## src/config_pin_status_defines.vh

```
// constants for the configurable status pin block
`ifndef CONFIG_PIN_STATUS_DEFINES_VH
`define CONFIG_PIN_STATUS_DEFINES_VH

// register byte offsets
`define OFS_PIN_FUNC      8'h00
`define OFS_OPTIONS       8'h04
`define OFS_STATUS        8'h08
`define OFS_DESC_INFO     8'h0C
`define OFS_SERIAL        8'h10
`define OFS_LOAD_CTRL     8'h14

// pin function codes (4 bits per pin)
`define FN_TRISTATE       4'h0
`define FN_CHARGER        4'h1
`define FN_CHARGER_N      4'h2
`define FN_TX_LAMP_N      4'h3
`define FN_RX_LAMP_N      4'h4
`define FN_ACT_LAMP_N     4'h5
`define FN_SUSPEND_IND_N  4'h6
`define FN_SUPPLY_SW_N    4'h7

// reset values
`define RST_PIN_FUNC      16'h6340
`define RST_OPTIONS       32'h0000_0006

// option bit positions
`define OPT_PULLDOWN      0
`define OPT_REMOTE_WAKE   1
`define OPT_SERIAL_EN     2
`define OPT_SELF_POWER    3

// descriptor defaults
`define DESC_USB_VERSION  16'h0200
`define DESC_MAX_POWER_MA 8'h5A

// timing
`define CLK_HZ            40000000
`define LAMP_MS           50
`define RESUME_MS         20
`define LOAD_CYCLES       8'h40

// bus responses
`define RESP_OKAY         2'b00
`define RESP_SLVERR       2'b10

`endif

```

## src/config_pin_status_signal_logic.v

```verilog
// status pin functions: charger detect, lamps, suspend, wake, config load
`timescale 1ns/10ps
// Behaviour
// (RL1) detect charging port as shorted data lines while suspended
// (RL2) shorted data lines mean suspend, not enumeration
// (RL3) charger output asserts on a configured pin after detection in suspend
// (RL4) a pin may carry the active-low charger output instead
// (RL5) charger output inactive while enumerated and not suspended
// (RL6) any pin may carry transmit, receive or activity lamp
// (RL7) lamp pins drive low during activity, otherwise high impedance
// (RL8) each lamp activation stretched by a digital one-shot
// (RL9) activity lamp lit for either transmit or receive
// (RL10) after power-on or bus reset, load config before answering host
// (RL11) optional pull-down of UART lines during suspend, default off
// (RL12) wake line low in suspend signals resume when enabled, default on
// (RL13) report descriptor version code 0200 at full speed
// (RL14) default max power ninety milliamps, bus powered
// (RL15) serial number enabled by default, value from config memory
// (RL16) suspend indicator pin low in suspend, high otherwise
// (RL17) one-shot length fixed cycle count, tens of milliseconds, retriggerable
// (RL18) unassigned pins high impedance, one function per pin
`include "config_pin_status_defines.vh"

module config_pin_status_signal_logic #(
    parameter PINS        = 4,
    parameter LAMP_CYCLES = (`CLK_HZ / 1000) * `LAMP_MS,
    parameter WAKE_CYCLES = (`CLK_HZ / 1000) * `RESUME_MS,
    parameter [31:0] SERIAL_DEFAULT = 32'h1234_5678 // arbitrary value
) (
    // clock and reset
    input  wire             clk,
    input  wire             sys_rst,
    // axi4-lite write address
    input  wire [7:0]       s_axi_awaddr,
    input  wire             s_axi_awvalid,
    output wire             s_axi_awready,
    // axi4-lite write data
    input  wire [31:0]      s_axi_wdata,
    input  wire [3:0]       s_axi_wstrb,
    input  wire             s_axi_wvalid,
    output wire             s_axi_wready,
    // axi4-lite write response
    output reg  [1:0]       s_axi_bresp,
    output reg              s_axi_bvalid,
    input  wire             s_axi_bready,
    // axi4-lite read
    input  wire [7:0]       s_axi_araddr,
    input  wire             s_axi_arvalid,
    output wire             s_axi_arready,
    output reg  [31:0]      s_axi_rdata,
    output reg  [1:0]       s_axi_rresp,
    output reg              s_axi_rvalid,
    input  wire             s_axi_rready,
    // usb side status
    input  wire             usbBusReset,
    input  wire             usbSuspend,
    input  wire             dataLinesShorted,
    input  wire             enumerated,
    output reg              resumeSignal,
    output reg              configLoaded,
    // uart activity
    input  wire             txActive,
    input  wire             rxActive,
    input  wire             wake_line_n,
    output reg              uartPullDown,
    // config pins (two signals each)
    output reg  [PINS-1:0]  configPinOut,
    output reg  [PINS-1:0]  configPinOe
);

    // state codes of the config load sequence
    localparam LD_IDLE = 1'b0;
    localparam LD_BUSY = 1'b1;

    // registers
    // stretch and wake counters are 32 bits so full-length counts fit
    reg [4*PINS-1:0] pinFunc;
    reg [31:0]       options;
    reg [31:0]       serialNum;
    reg              loadState;
    reg [7:0]        loadCount;
    reg              chargePortSeen;
    reg [31:0]       txStretch;
    reg [31:0]       rxStretch;
    reg [31:0]       wakeCount;
    reg              wakeLatched;
    reg              awTaken;
    reg              wTaken;
    reg [7:0]        awAddr;
    reg [31:0]       wData;
    reg [3:0]        wStrb;

    // a lamp stays lit while its one-shot counter runs
    wire txLamp  = (txStretch != 32'h0000_0000);
    wire rxLamp  = (rxStretch != 32'h0000_0000);

    // byte-lane merge of a write
    function [31:0] merge;
        input [31:0] old;
        input [31:0] dat;
        input [3:0]  stb;
        integer      b;
        begin
            // lanes without a strobe keep their old bits
            merge = old;
            for (b = 0; b < 4; b = b + 1) begin
                if (stb[b])
                    merge[8*b +: 8] = dat[8*b +: 8];
            end
        end
    endfunction

    // address map check
    // anything else answers with a slave error
    function mapped;
        input [7:0] a;
        begin
            mapped = (a == `OFS_PIN_FUNC) || (a == `OFS_OPTIONS) || (a == `OFS_STATUS) ||
                     (a == `OFS_DESC_INFO) || (a == `OFS_SERIAL) || (a == `OFS_LOAD_CTRL);
        end
    endfunction

    // write channel handshakes
    // ready drops while a response waits: one write in flight
    assign s_axi_awready = !awTaken && !s_axi_bvalid;
    assign s_axi_wready  = !wTaken && !s_axi_bvalid;
    assign s_axi_arready = !s_axi_rvalid;

    wire [7:0]  curAw  = awTaken ? awAddr : s_axi_awaddr;
    wire [31:0] curW   = wTaken ? wData : s_axi_wdata;
    wire [3:0]  curS   = wTaken ? wStrb : s_axi_wstrb;
    wire        haveAw = awTaken || (s_axi_awvalid && s_axi_awready);
    wire        haveW  = wTaken || (s_axi_wvalid && s_axi_wready);
    wire        doWr   = haveAw && haveW;

    // merged pin word, cut to the pins that exist
    wire [31:0] pinMerge = merge({{(32-4*PINS){1'b0}}, pinFunc}, curW, curS);

    // axi write path and software registers
    always @(posedge clk or posedge sys_rst) begin
        if (sys_rst) begin
            awTaken      <= 1'b0;
            wTaken       <= 1'b0;
            awAddr       <= 8'h00;
            wData        <= 32'h0000_0000;
            wStrb        <= 4'h0;
            s_axi_bvalid <= 1'b0;
            s_axi_bresp  <= `RESP_OKAY;
            pinFunc      <= `RST_PIN_FUNC;
            options      <= `RST_OPTIONS;
        end else begin
            if (s_axi_bvalid && s_axi_bready)
                s_axi_bvalid <= 1'b0;
            if (doWr) begin
                awTaken      <= 1'b0;
                wTaken       <= 1'b0;
                s_axi_bvalid <= 1'b1;
                s_axi_bresp  <= mapped(curAw) ? `RESP_OKAY : `RESP_SLVERR;
                // (RL18) one code per pin
                if (curAw == `OFS_PIN_FUNC)
                    pinFunc <= pinMerge[4*PINS-1:0];
                if (curAw == `OFS_OPTIONS)
                    options <= merge(options, curW, curS) & 32'h0000_000F;
            end else begin
                if (s_axi_awvalid && s_axi_awready) begin
                    awTaken <= 1'b1;
                    awAddr  <= s_axi_awaddr;
                end
                if (s_axi_wvalid && s_axi_wready) begin
                    wTaken <= 1'b1;
                    wData  <= s_axi_wdata;
                    wStrb  <= s_axi_wstrb;
                end
            end
        end
    end

    // axi read path
    // arready low while rvalid stands: one read in flight
    always @(posedge clk or posedge sys_rst) begin
        if (sys_rst) begin
            s_axi_rvalid <= 1'b0;
            s_axi_rdata  <= 32'h0000_0000;
            s_axi_rresp  <= `RESP_OKAY;
        end else if (s_axi_arvalid && s_axi_arready) begin
            s_axi_rvalid <= 1'b1;
            s_axi_rresp  <= mapped(s_axi_araddr) ? `RESP_OKAY : `RESP_SLVERR;
            case (s_axi_araddr)
                `OFS_PIN_FUNC:  s_axi_rdata <= {{(32-4*PINS){1'b0}}, pinFunc};
                `OFS_OPTIONS:   s_axi_rdata <= options;
                `OFS_STATUS:    s_axi_rdata <= {26'h000_0000, configLoaded, wakeLatched,
                                                rxLamp, txLamp, usbSuspend, chargePortSeen};
                // (RL13) version code, (RL14) power and source
                `OFS_DESC_INFO: s_axi_rdata <= {`DESC_USB_VERSION, 7'h00, options[`OPT_SELF_POWER],
                                                `DESC_MAX_POWER_MA};
                // (RL15) serial only when enabled
                `OFS_SERIAL:    s_axi_rdata <= options[`OPT_SERIAL_EN] ? serialNum : 32'h0000_0000;
                `OFS_LOAD_CTRL: s_axi_rdata <= {31'h0000_0000, loadState};
                default:        s_axi_rdata <= 32'h0000_0000;
            endcase
        end else if (s_axi_rvalid && s_axi_rready) begin
            s_axi_rvalid <= 1'b0;
        end
    end

    // (RL10) config scan after resets
    // a bus reset during a running scan does not restart it
    always @(posedge clk or posedge sys_rst) begin
        if (sys_rst) begin
            loadState    <= LD_BUSY;
            loadCount    <= 8'h00;
            configLoaded <= 1'b0;
            serialNum    <= 32'h0000_0000;
        end else begin
            case (loadState)
                LD_IDLE: begin
                    if (usbBusReset) begin
                        loadState    <= LD_BUSY;
                        loadCount    <= 8'h00;
                        configLoaded <= 1'b0;
                    end
                end
                LD_BUSY: begin
                    if (loadCount == `LOAD_CYCLES - 8'h01) begin
                        loadState    <= LD_IDLE;
                        configLoaded <= 1'b1;
                        serialNum    <= SERIAL_DEFAULT;
                    end else begin
                        loadCount <= loadCount + 8'h01;
                    end
                end
                default: loadState <= LD_IDLE;
            endcase
        end
    end

    // (RL1) (RL2) charging port seen while suspended
    // set and clear conditions cannot meet in one cycle
    always @(posedge clk or posedge sys_rst) begin
        if (sys_rst)
            chargePortSeen <= 1'b0;
        else
            // (RL5) cleared once awake or enumerated
            chargePortSeen <= usbSuspend && !enumerated && dataLinesShorted ? 1'b1 :
                              (!usbSuspend || enumerated) ? 1'b0 : chargePortSeen;
    end

    // (RL8) (RL17) retriggerable lamp one-shots
    // each active cycle reloads the full stretch
    always @(posedge clk or posedge sys_rst) begin
        if (sys_rst) begin
            txStretch <= 32'h0000_0000;
            rxStretch <= 32'h0000_0000;
        end else begin
            txStretch <= txActive ? LAMP_CYCLES : (txLamp ? txStretch - 32'h0000_0001 : txStretch);
            rxStretch <= rxActive ? LAMP_CYCLES : (rxLamp ? rxStretch - 32'h0000_0001 : rxStretch);
        end
    end

    // (RL12) remote wake resume pulse
    // wakeLatched allows one resume per suspend period
    always @(posedge clk or posedge sys_rst) begin
        if (sys_rst) begin
            wakeCount    <= 32'h0000_0000;
            resumeSignal <= 1'b0;
            wakeLatched  <= 1'b0;
        end else if (wakeCount != 32'h0000_0000) begin
            wakeCount    <= wakeCount - 32'h0000_0001;
            resumeSignal <= (wakeCount != 32'h0000_0001);
        end else if (options[`OPT_REMOTE_WAKE] && usbSuspend && !wake_line_n && !wakeLatched) begin
            wakeCount    <= WAKE_CYCLES;
            resumeSignal <= 1'b1;
            wakeLatched  <= 1'b1;
        end else begin
            resumeSignal <= 1'b0;
            wakeLatched  <= wakeLatched && usbSuspend;
        end
    end

    // (RL11) suspend pull-down of uart lines
    // follows suspend one edge later
    always @(posedge clk or posedge sys_rst) begin
        if (sys_rst)
            uartPullDown <= 1'b0;
        else
            uartPullDown <= options[`OPT_PULLDOWN] && usbSuspend;
    end

    // per-pin function mux
    // registered: a new function shows one edge later
    genvar p;
    generate
        for (p = 0; p < PINS; p = p + 1) begin : g_pin
            always @(posedge clk or posedge sys_rst) begin
                if (sys_rst) begin
                    configPinOut[p] <= 1'b0;
                    configPinOe[p]  <= 1'b0;
                end else begin
                    case (pinFunc[4*p +: 4])
                        // (RL3) charger detect high
                        `FN_CHARGER: begin
                            configPinOut[p] <= chargePortSeen;
                            configPinOe[p]  <= 1'b1;
                        end
                        // (RL4) charger detect low
                        `FN_CHARGER_N: begin
                            configPinOut[p] <= !chargePortSeen;
                            configPinOe[p]  <= 1'b1;
                        end
                        // (RL6) (RL7) lamp drives low
                        `FN_TX_LAMP_N: begin
                            configPinOut[p] <= 1'b0;
                            configPinOe[p]  <= txLamp;
                        end
                        `FN_RX_LAMP_N: begin
                            configPinOut[p] <= 1'b0;
                            configPinOe[p]  <= rxLamp;
                        end
                        // (RL9) either direction
                        `FN_ACT_LAMP_N: begin
                            configPinOut[p] <= 1'b0;
                            configPinOe[p]  <= txLamp || rxLamp;
                        end
                        // (RL16) low in suspend
                        `FN_SUSPEND_IND_N: begin
                            configPinOut[p] <= !usbSuspend;
                            configPinOe[p]  <= 1'b1;
                        end
                        `FN_SUPPLY_SW_N: begin
                            configPinOut[p] <= usbSuspend;
                            configPinOe[p]  <= 1'b1;
                        end
                        // (RL18) unassigned floats
                        default: begin
                            configPinOut[p] <= 1'b0;
                            configPinOe[p]  <= 1'b0;
                        end
                    endcase
                end
            end
        end
    endgenerate

endmodule // config_pin_status_signal_logic

```

## config.mk

```make
export PLATFORM = sky130hd
export DESIGN_NAME = config_pin_status_signal_logic
export DESIGN_NICKNAME = d
export VERILOG_FILES = /design/src/config_pin_status_signal_logic.v
export VERILOG_INCLUDE_DIRS = /design/src /design/src/src
export SDC_FILE = /design/constraint.sdc
export NUM_CORES = 1
export LEC_CHECK = 0
export BUFFER_PORTS_ARGS = -buffer_cell sky130_fd_sc_hd__buf_2
export CAP_MARGIN = 5
export CORE_AREA = 2 2 150 152
export DETAILED_ROUTE_END_ITERATION = 8
export DIE_AREA = 0 0 152 154
export SYNTH_ARGS = -nofsm -noshare
export SYNTH_HDL_FRONTEND = slang
export SYNTH_SLANG_ARGS = --single-unit
```

## constraint.sdc

```tcl
create_clock -name clk -period 11.25 [get_ports clk]
set_input_delay 1.125 -clock clk [delete_from_list [all_inputs] [get_ports clk]]
set_output_delay 1.125 -clock clk [all_outputs]
set_load 0.01 [all_outputs]
```

==> results.json, run 1 <==
{
  "status": "completed",
  "yosys_warnings": 0,
  "internal_power_w": 0.00125,
  "setup_ws_ns": 7.97,
  "r2r_start": "rxStretch[8]",
  "drive_gt1_frac": 0.223,
  "holdPathStages": 1,
  "vias": 7163,
  "critical-path-top-delay-family": "simple AND/OR/NAND/NOR gates",
  "max_cap_viol_count": 0,
  "finalHoldViolCount": 0,
  "drv_slew": 0,
  "peakVddDrop_mv": 0.101,
  "dieArea_mm2": 0.0234,
  "crit_fanout": 28,
  "grt_pass1_wl_um": 35200,
  "ys_types": 64,
  "syn_area_mm2": 0.00970,
  "clockBufferDepth": 2,
  "cts_sinks": 189,
  "grt_pass1_vias": 6857,
  "synth_edf_count": 0,
  "drt_iter0_drc": 404,
  "criticalPathCategory": "reg2reg",
  "start_util": 0.447,
  "r2r_cells": 6,
  "max_slew.worst_pin.slew_ns": 0.998,
  "overflow": 0,
  "die_w_um": 152,
  "wl_um": 20800,
  "required_ns": 11.56,
  "fmax_ghz": 0.305,
  "power_density_mw_per_mm2": 165,
  "drt_first_pass_iters": 5,
  "slowest_stage": "or4_1",
  "drc_errors": 0,
  "min_from": "wakeCount[25]",
  "p_sw_w": 0.000547,
  "cts_root_buffer": "clkbuf_16",
  "p_total_w": 0.00179,
  "hpwl_um": 14200,
  "power_leakage_nw": 4.67,
  "rrSetupSlack_ns": 7.97,
  "clk_latency_ns": 0.44,
  "fin_skew_ns": 0.0160,
  "grt_usage": 0.182,
  "htree_levels": 4,
  "grt_max_degree": 134,
  "seqPwrFrac": 0.494,
  "finalCritPeriodShare": 0.291,
  "path_cells": "or4_1 -> nor4_2 -> and4_1 -> buf_4 -> o22ai_1 -> a221o_1",
  "post-route-util": 0.500,
  "place_ws_ns": 8.00,
  "cts_setup_buffers": 0,
  "arrival_ns": 3.59,
  "holdBufCountCts": 0,
  "nets": 1058,
  "port_buffers": 86,
  "ios": 118,
  "cts_buffers": 17,
  "place_area_mm2": 0.0103,
  "rr_endpoint": "s_axi_rdata[3]",
  "avgRoutedWirePerCell_um": 16.3,
  "period_minus_slack_ns": 3.28,
  "fin_area_mm2": 0.0108,
  "whs_endpoint": "wakeCount[25]",
  "synth-seq-cells": 189,
  "setup_viol": 0,
  "pwr-share-clk": 0.331,
  "cts.clk_slew.worst_paths_ns": 0.08,
  "fin_setup_tns_ns": 0,
  "design.core.area_mm2": 0.0217,
  "dieHeight_um": 154,
  "crit_path_end_kind": "flip-flop",
  "synth_flop_cell": "dfrtp_1",
  "path_buf_inv": 1,
  "netlist_instances": 925,
  "synth-async-reset-ratio": 1.00,
  "synth.avg_cell_area_um2": 10.5,
  "hold_path_class": "reg2reg",
  "std_cell_rows": 54,
  "via_per_inst": 5.60,
  "cts_resized": 0,
  "cp-start-kind": "flip-flop",
  "gp_congestion": 0.814,
  "slew_headroom": 0.329,
  "switching_share": 0.305,
  "syn2layout_area_growth_pct": 11.8,
  "combPwrFrac": 0.175,
  "max_stage_delay_ns": 0.73,
  "cts_tree": "built",
  "diodes": 0,
  "synth-seq-area-share": 0.489,
  "antenna_found_initial": 1,
  "ant_nets": 0,
  "rsz0062_at_grt": "no"
}
## synthesized netlist by cell type, drive strengths merged, types with 4 or more instances
| cell type | count | area, um^2 |
|---|---|---|
| a2111oi | 4 | 35.0 |
| a211oi | 16 | 120 |
| a21oi | 42 | 210 |
| a221o | 8 | 80.1 |
| a22o | 4 | 35.0 |
| a31oi | 8 | 50.1 |
| and2 | 4 | 25.0 |
| and3 | 6 | 37.5 |
| buf | 30 | 188 |
| clkbuf | 30 | 113 |
| dfrtp | 181 | 4530 |
| dfstp | 8 | 210 |
| ha | 6 | 75.1 |
| inv | 17 | 63.8 |
| mux2 | 71 | 800 |
| mux2i | 22 | 220 |
| nand2 | 34 | 128 |
| nand2b | 14 | 87.6 |
| nand3 | 21 | 105 |
| nand3b | 12 | 90.1 |
| nand4 | 11 | 68.8 |
| nand4b | 5 | 43.8 |
| nor2 | 76 | 288 |
| nor2b | 22 | 138 |
| nor3 | 32 | 165 |
| nor3b | 6 | 45.0 |
| nor4 | 36 | 265 |
| o21ai | 25 | 125 |
| o31ai | 24 | 194 |
| o41ai | 7 | 61.3 |
| or2 | 9 | 56.3 |
| or3 | 25 | 156 |
| or4 | 39 | 293 |
| xor2 | 29 | 254 |
## layout by cell type (no fill, tap or decap), types with 25 or more instances in the layout
cell type  instances
dfrtp_1          181
or3_1             25
a21oi_1           42
o21ai_0           25
buf_2             86
nor4_1            30
nor2_1            75
mux2_2            71
nor3_1            30
xor2_1            29
nand2_1           34
or4_1             39
## worst register-to-register path, stage by stage, from the launching register on
cell	delay [ns]
dfrtp_1	0.43
or4_1	0.73
nor4_2	0.43
and4_1	0.70
buf_4	0.41
o22ai_1	0.14
a221o_1	0.32
## registers in the layout (all words and copies together), names as in the netlist, 2 cells and up
name and count:
rxStretch 32, txStretch 32, wakeCount 32, s_axi_rdata 18, pinFunc 16, wData 16, awAddr 8, loadCount 8
configPinOe 4, configPinOut 4, options 4, wStrb 2
## per-layer routing
| layer | GRT usage | vias to the layer above | share of wire |
|---|---|---|---|
| met3 | 0.0437 | 17 | 0.032 |
| li1 | - | 3574 | - |
| met4 | 0.0441 | 2 | 0.012 |
| met5 | 0 | - | 0.00063 |
| met1 | 0.253 | 3479 | 0.49 |
| met2 | 0.291 | 91 | 0.47 |
## metrics by stage
stage,hold slack [ns],cells
3_3_place_gp,0.451,1247
5_1_grt,0.475,1279
4_1_cts,0.467,1279
6_report,0.463,1279
2_1_floorplan,0.433,937
3_5_place_dp,0.451,1247
## area by class of cell
cell class | count | area, um^2
Fill cell | 1977 | 10800
Sequential cell | 189 | 4740
Multi-Input combinational cell | 671 | 4650
Timing Repair Buffer | 90 | 460
Clock buffer | 18 | 429
Tap cell | 280 | 350
Clock inverter | 14 | 145
Inverter | 17 | 71.3
## worst max path at each step
stage	start	to	slack [ns]	cells past startpoint
after global placement	rxStretch[8]	s_axi_rdata[3]	8.01	6
after detailed placement	rxStretch[8]	s_axi_rdata[3]	8.00	6
final	rxStretch[8]	s_axi_rdata[3]	7.97	6
after CTS	rxStretch[8]	s_axi_rdata[3]	7.98	6
after global routing	rxStretch[8]	s_axi_rdata[3]	7.74	6
after floorplan	sys_rst	awAddr[0]	5.00	1
## kinds of logic (layout without fill, tap and decap cells)
family | Yosys count | count (layout) | share of synthesized area
other | 1 | 13 | 0.000387
adders and majority gates | 6 | 6 | 0.00774
muxes | 93 | 93 | 0.105
AOI/OAI and AO/OA | 169 | 169 | 0.120
buffers and inverters | 77 | 139 | 0.0375
and+or+nand+nor | 359 | 359 | 0.213
DFF | 189 | 189 | 0.489
xor gates and xnor gates | 31 | 31 | 0.0280
## power by group through the flow
| stage | Sequential, W | Clock (W) | Combinational [W] |
|---|---|---|---|
| after floorplan | 0.000865 | 0 | 0.000261 |
| after global placement | 0.000894 | 0 | 0.000312 |
| after detailed placement | 0.000898 | 0 | 0.000319 |
| after CTS | 0.000885 | 0.000607 | 0.000319 |
| after global routing | 0.000904 | 0.000636 | 0.000354 |
| final | 0.000885 | 0.000594 | 0.000314 |
(Power assumes the default switching activity.)
==> inputs of run 2 (changes only) <==
PLACE_DENSITY = 0.66   (was not set)
clock period = 2.7 ns   (was 11.25 ns; I/O delays follow)
==> run 2 against run 1 <==
Net effect: critical path depth decreased by 1; count of clock-buffer cells in the layout did not move; global-route usage increased by 0.38 points; power grew to 4.2 times the previous value; sequential power grew to 4.1 times the previous value; die area did not move; combinational power rose to 4.6 times the previous value; maximum frequency up 28%; clock skew is 0.0021 ns lower.
==> results.json, run 2 (synthesized netlist as in run 1, its figures left out) <==
{
  "cts_sinks": 189,
  "criticalPathCategory": "reg2reg",
  "die_w_um": 152,
  "clockBufferDepth": 2,
  "arrival_ns": 2.91,
  "max_slew.worst_pin.slew_ns": 0.821,
  "drt_first_pass_iters": 5,
  "design.core.area_mm2": 0.0217,
  "required_ns": 3.04,
  "overflow": 0,
  "std_cell_rows": 54,
  "avgRoutedWirePerCell_um": 16.2,
  "grt_pass1_vias": 7146,
  "fin_setup_tns_ns": 0,
  "place_area_mm2": 0.0106,
  "vias": 7440,
  "grt_pass1_wl_um": 36300,
  "power_density_mw_per_mm2": 675,
  "cts_tree": "built",
  "dieHeight_um": 154,
  "status": "completed",
  "largestRegisters": "rxStretch x32, txStretch x32, wakeCount x32",
  "via_per_inst": 5.63,
  "cts_root_buffer": "clkbuf_16",
  "clk_latency_ns": 0.44,
  "fin_area_mm2": 0.0112,
  "nets": 1098,
  "hold_slack_ns": 0.0123,
  "gp_congestion": 0.811,
  "drc_errors": 0,
  "drt_iter0_drc": 440,
  "max_cap_viol_count": 0,
  "fin_skew_ns": 0.0139,
  "power_leakage_nw": 4.87,
  "cp-start-kind": "flip-flop",
  "cts_buffers": 17,
  "rsz0062_at_grt": "no",
  "seqCellArea_mm2": 0.00474,
  "grt_usage": 0.186,
  "antenna_found_initial": 2,
  "multi_input_area_mm2": 0.00466,
  "final_cell_mix": "dfrtp_1, buf_2, nor2_1",
  "start_util": 0.447,
  "finalCritPeriodShare": 0.952,
  "crit_path_end_kind": "flip-flop",
  "htree_levels": 4,
  "slew_headroom": 0.452,
  "ios": 118,
  "final_common_cell": "dfrtp_1",
  "period_minus_slack_ns": 2.57,
  "peakVddDrop_mv": 0.441,
  "fillers": 1919,
  "fmax_ghz": 0.389,
  "finalHoldViolCount": 0,
  "hold_path_class": "in2reg",
  "dieArea_mm2": 0.0234,
  "grt_max_degree": 148,
  "drv_slew": 0,
  "hpwl_um": 14900,
  "syn2layout_area_growth_pct": 15.8,
  "setup_viol": 0,
  "cts.clk_slew.worst_paths_ns": 0.08,
  "port_buffers": 86,
  "crit_fanout": 7,
  "drive_gt1_frac": 0.254,
  "ant_nets": 0,
  "wl_um": 21400
}
run 2: metrics by stage:
step | utilization | cells | worst slack, ns | total power [W]
global route | 0.518 | 1320 | 0.0177 | 0.00801
detailed placement | 0.488 | 1283 | 0.114 | 0.00512
finish | 0.518 | 1321 | 0.130 | 0.00758
floorplan | - | 937 | 0.00206 | 0.00469
CTS | 0.517 | 1317 | 0.0941 | 0.00765
global placement | 0.488 | 1283 | 0.128 | 0.00507
run 2: worst max-delay path: stages, from the launching register on:
cell     delay (ns)
dfrtp_1        0.43
or4_1          0.69
or3_1          0.48
or2_1          0.28
nor4_1         0.21
mux2_2         0.37
run 2: area by class of cell:
cell class,count,share of cell area
diodes,2,0.000445
clock buffers,18,0.0391
clock inverters,14,0.0151
inverters,17,0.00601
multi-input cells,671,0.415
flip-flops and latches,189,0.422
well taps,280,0.0312
repair buffers,130,0.0715
run 2: worst paths after layout:
| kind | from | to | slack, ns | cells past startpoint |
|---|---|---|---|---|
| max in group asynchronous | sys_rst | rxStretch[5] | 2.05 | 3 |
| worst max register to register | rxStretch[8] | rxStretch[23] | 0.13 | 5 |
| min in group asynchronous | sys_rst | s_axi_rvalid | 0.02 | 3 |
| worst min-delay path | s_axi_bready | s_axi_bvalid | 0.01 | 2 |
| worst max-delay path | rxStretch[8] | rxStretch[23] | 0.13 | 5 |
| worst min register to register | wakeCount[21] | wakeCount[21] | 0.46 | 1 |
run 2: per-layer routing:
metal / GRT usage / share of wire
met1: 0.253 / 0.47
met2: 0.299 / 0.48
met3: 0.0411 / 0.040
met4: 0.0583 / 0.014
met5: 0 / 0
run 2: timing repair:
action	in CTS	in global routing
setup buffers	0	2
gates resized for setup	0	3
setup endpoints to repair	0	5
hold buffers	2	0
hold endpoints to repair	2	0
run 2: report_power, final:
part	leakage (nW)	total (W)	switching [W]	internal, W
Sequential	2.36	0.00364	0.000363	0.00328
Clock	0.288	0.00251	0.00124	0.00127
Combinational	2.22	0.00143	0.000709	0.000717
Total	4.87	0.00758	0.00231	0.00527
==> inputs of run 3 (changes only) <==
ABC_AREA = 1   (was not set)
BUFFER_PORTS_ARGS = -buffer_cell sky130_fd_sc_hd__buf_4   (was -buffer_cell sky130_fd_sc_hd__buf_2)
CORE_AREA = 2 2 156 158   (was 2 2 150 152)
CTS_CLUSTER_DIAMETER = 80   (was not set)
DIE_AREA = 0 0 158 160   (was 0 0 152 154)
PLACE_DENSITY = 0.65   (was 0.66)
==> run 3 against run 2 <==
Net effect: worst setup slack better by 0.46 ns; global-route usage up 2.3 points; via count up 22%; wire length up 18%; critical endpoint is now txStretch[1]; largest cell class is now multi-input gates.
==> results.json, run 3 <==
{
  "synth_edf_count": 0,
  "cts_buffers": 17,
  "fin_skew_ns": 0.0122,
  "cts_root_buffer": "clkbuf_16",
  "drv_slew": 0,
  "max_cap_viol_count": 0,
  "std_cell_rows": 57,
  "whs_endpoint": "s_axi_bvalid",
  "antenna_found_initial": 0,
  "grt_pass1_wl_um": 42700,
  "netlist_instances": 1410,
  "period_minus_slack_ns": 2.11,
  "rsz0062_at_grt": "no",
  "cts_sinks": 189,
  "yosys-top-cells-count": "nand2_1, nor2_1, dfrtp_1",
  "wl_um": 25100,
  "criticalPathCategory": "reg2reg",
  "dieArea_mm2": 0.0253,
  "setup_viol": 0,
  "required_ns": 3.04,
  "pwr-share-clk": 0.353,
  "grt_max_degree": 45,
  "synth_flop_cell": "dfrtp_1",
  "power_leakage_nw": 5.90,
  "synth-seq-cells": 189,
  "max_slew.worst_pin.slew_ns": 0.946,
  "switching_share": 0.304,
  "design.core.area_mm2": 0.0238,
  "crit_path_end_kind": "flip-flop",
  "vias": 9064,
  "slew_headroom": 0.368,
  "r2r_start": "txStretch[0]",
  "drt_first_pass_iters": 5,
  "diodes": 0,
  "power_density_mw_per_mm2": 605,
  "seqPwrFrac": 0.470,
  "final_common_cell": "nand2_1",
  "yosys_warnings": 0,
  "htree_levels": 4,
  "drive_gt1_frac": 0.123,
  "synth-seq-area-share": 0.456,
  "fmax_ghz": 0.475,
  "holdPathStages": 2,
  "ios": 118,
  "rr_endpoint": "txStretch[1]",
  "hpwl_um": 19100,
  "post-synth-top-count-cell": "nand2_1",
  "combPwrFrac": 0.177,
  "grt_usage": 0.209,
  "port_buffers": 86,
  "ant_nets": 0,
  "largestRegisters": "rxStretch x32, txStretch x32, wakeCount x32",
  "grt_pass1_vias": 8768,
  "hold_path_class": "in2reg",
  "nets": 1572,
  "synth_area_leader_cell": "dfrtp_1",
  "peakVddDrop_mv": 0.505,
  "overflow": 0,
  "clk_latency_ns": 0.43,
  "min_from": "s_axi_bready",
  "avgRoutedWirePerCell_um": 13.7,
  "syn_area_mm2": 0.0104,
  "internal_power_w": 0.00504,
  "synth.avg_cell_area_um2": 7.38,
  "synth-async-reset-ratio": 1.00,
  "start_util": 0.437,
  "cts_tree": "built",
  "clockBufferDepth": 2,
  "r2r_cells": 10,
  "cp-start-kind": "flip-flop",
  "finalHoldViolCount": 0,
  "p_total_w": 0.00725,
  "fin_setup_tns_ns": 0,
  "ys_top_cells_by_area": "dfrtp_1, nand2_1, nor2_1",
  "drc_errors": 0,
  "gp_congestion": 0.941,
  "crit_fanout": 13,
  "via_per_inst": 4.93,
  "drt_iter0_drc": 593,
  "synth_top_area_frac": 0.435,
  "syn2layout_area_growth_pct": 15.2,
  "dieHeight_um": 160,
  "ys_types": 37,
  "setup_ws_ns": 0.593,
  "p_sw_w": 0.00220,
  "place_ws_ns": 0.620,
  "cts.clk_slew.worst_paths_ns": 0.07,
  "cts_resized": 0,
  "status": "completed",
  "die_w_um": 158,
  "rrSetupSlack_ns": 0.59,
  "arrival_ns": 2.44,
  "final_cell_mix": "nand2_1, nor2_1, dfrtp_1",
  "finalCritPeriodShare": 0.780
}
-- run 3: cell types whose count changed after synthesis, moves of 16 or more --
cell | previous run | this run
o31ai_1 | 23 | 5
nor4_1 | 31 | 3
mux2i_1 | 22 | 0
nand2_1 | 34 | 354
nand3_1 | 21 | 98
nor2b_1 | 22 | 0
or4_1 | 39 | 0
nor2_1 | 75 | 289
inv_1 | 17 | 141
o21ai_0 | 25 | 74
a211oi_1 | 16 | 0
a21oi_1 | 42 | 20
or3_1 | 25 | 0
mux2_2 | 71 | 0
-- run 3: repair_timing --
| item | 4_1_cts | 5_1_grt |
|---|---|---|
| setup buffers | 0 | 0 |
| endpoints found under the setup margin | 0 | 0 |
| hold endpoints to repair | 1 | 0 |
| hold buffers | 1 | 0 |
-- run 3: layer usage --
layer / part of all wire / global-route usage / vias up
li1: - / - / 4618
met1: 0.47 / 0.301 / 4204
met2: 0.47 / 0.333 / 216
met3: 0.050 / 0.0377 / 26
met4: 0.013 / 0.0430 / 0
met5: 0 / 0 / -
-- run 3: power groups by stage --
stage | sequential (W) | combinational, W | clock (W)
floorplan | 0.00339 | 0.000944 | 0
CTS | 0.00341 | 0.00130 | 0.00263
global route | 0.00345 | 0.00148 | 0.00275
detailed placement | 0.00346 | 0.00129 | 0
global placement | 0.00345 | 0.00127 | 0
finish | 0.00341 | 0.00128 | 0.00256
-- run 3: critical path, stage by stage (launching register included) --
cell and delay, ns:
dfrtp_1 0.38, inv_1 0.15, ha_1 0.31, nand2_1 0.16, nor2_2 0.19, nand2_1 0.11, nor2_4 0.21, nand2_2 0.09
inv_2 0.25, nand2_1 0.08, o31ai_1 0.07
-- run 3: cells by family (layout without fill, tap and decap cells) --
kind of cell    count (synthesis)  in the layout  synth area share
flops                         189            189             0.456
other cells                     1             13          0.000360
compound gates                145            145            0.0813
fa+ha+maj                       6              6           0.00722
simple gates                  823            823             0.328
buf+inv                       187            278            0.0781
xor+xnor                       59             59            0.0497
-- run 3: worst max-delay path by stage --
stage	slack (ns)	cells past startpoint	from	endpoint
final	0.59	10	txStretch[0]	txStretch[1]
after CTS	0.61	10	txStretch[0]	txStretch[1]
after global routing	0.32	10	txStretch[0]	txStretch[1]
after global placement	0.64	10	txStretch[0]	txStretch[1]
after floorplan	0.002	1	sys_rst	awAddr[0]
after detailed placement	0.62	10	txStretch[0]	txStretch[1]
-- run 3: per-stage QoR --
stage,std cells,instance area (um^2),hold slack [ns],util
after floorplan,1422,10500,0.336,-
after global placement,1804,11400,0.423,0.478
after detailed placement,1804,11400,0.422,0.478
after CTS,1837,12000,0.00271,0.503
after global routing,1837,12000,0.0252,0.503
final,1837,12000,0.0143,0.503
-- run 3: area by class of cell --
cell class                 count  area (um^2)
fill                        2391        11800
inverter                     145          548
clock inverter                12          151
multi-input combinational   1046         4900
tap                          324          405
sequential                   189         4740
clock buffer                  20          447
timing repair buffer         101          798
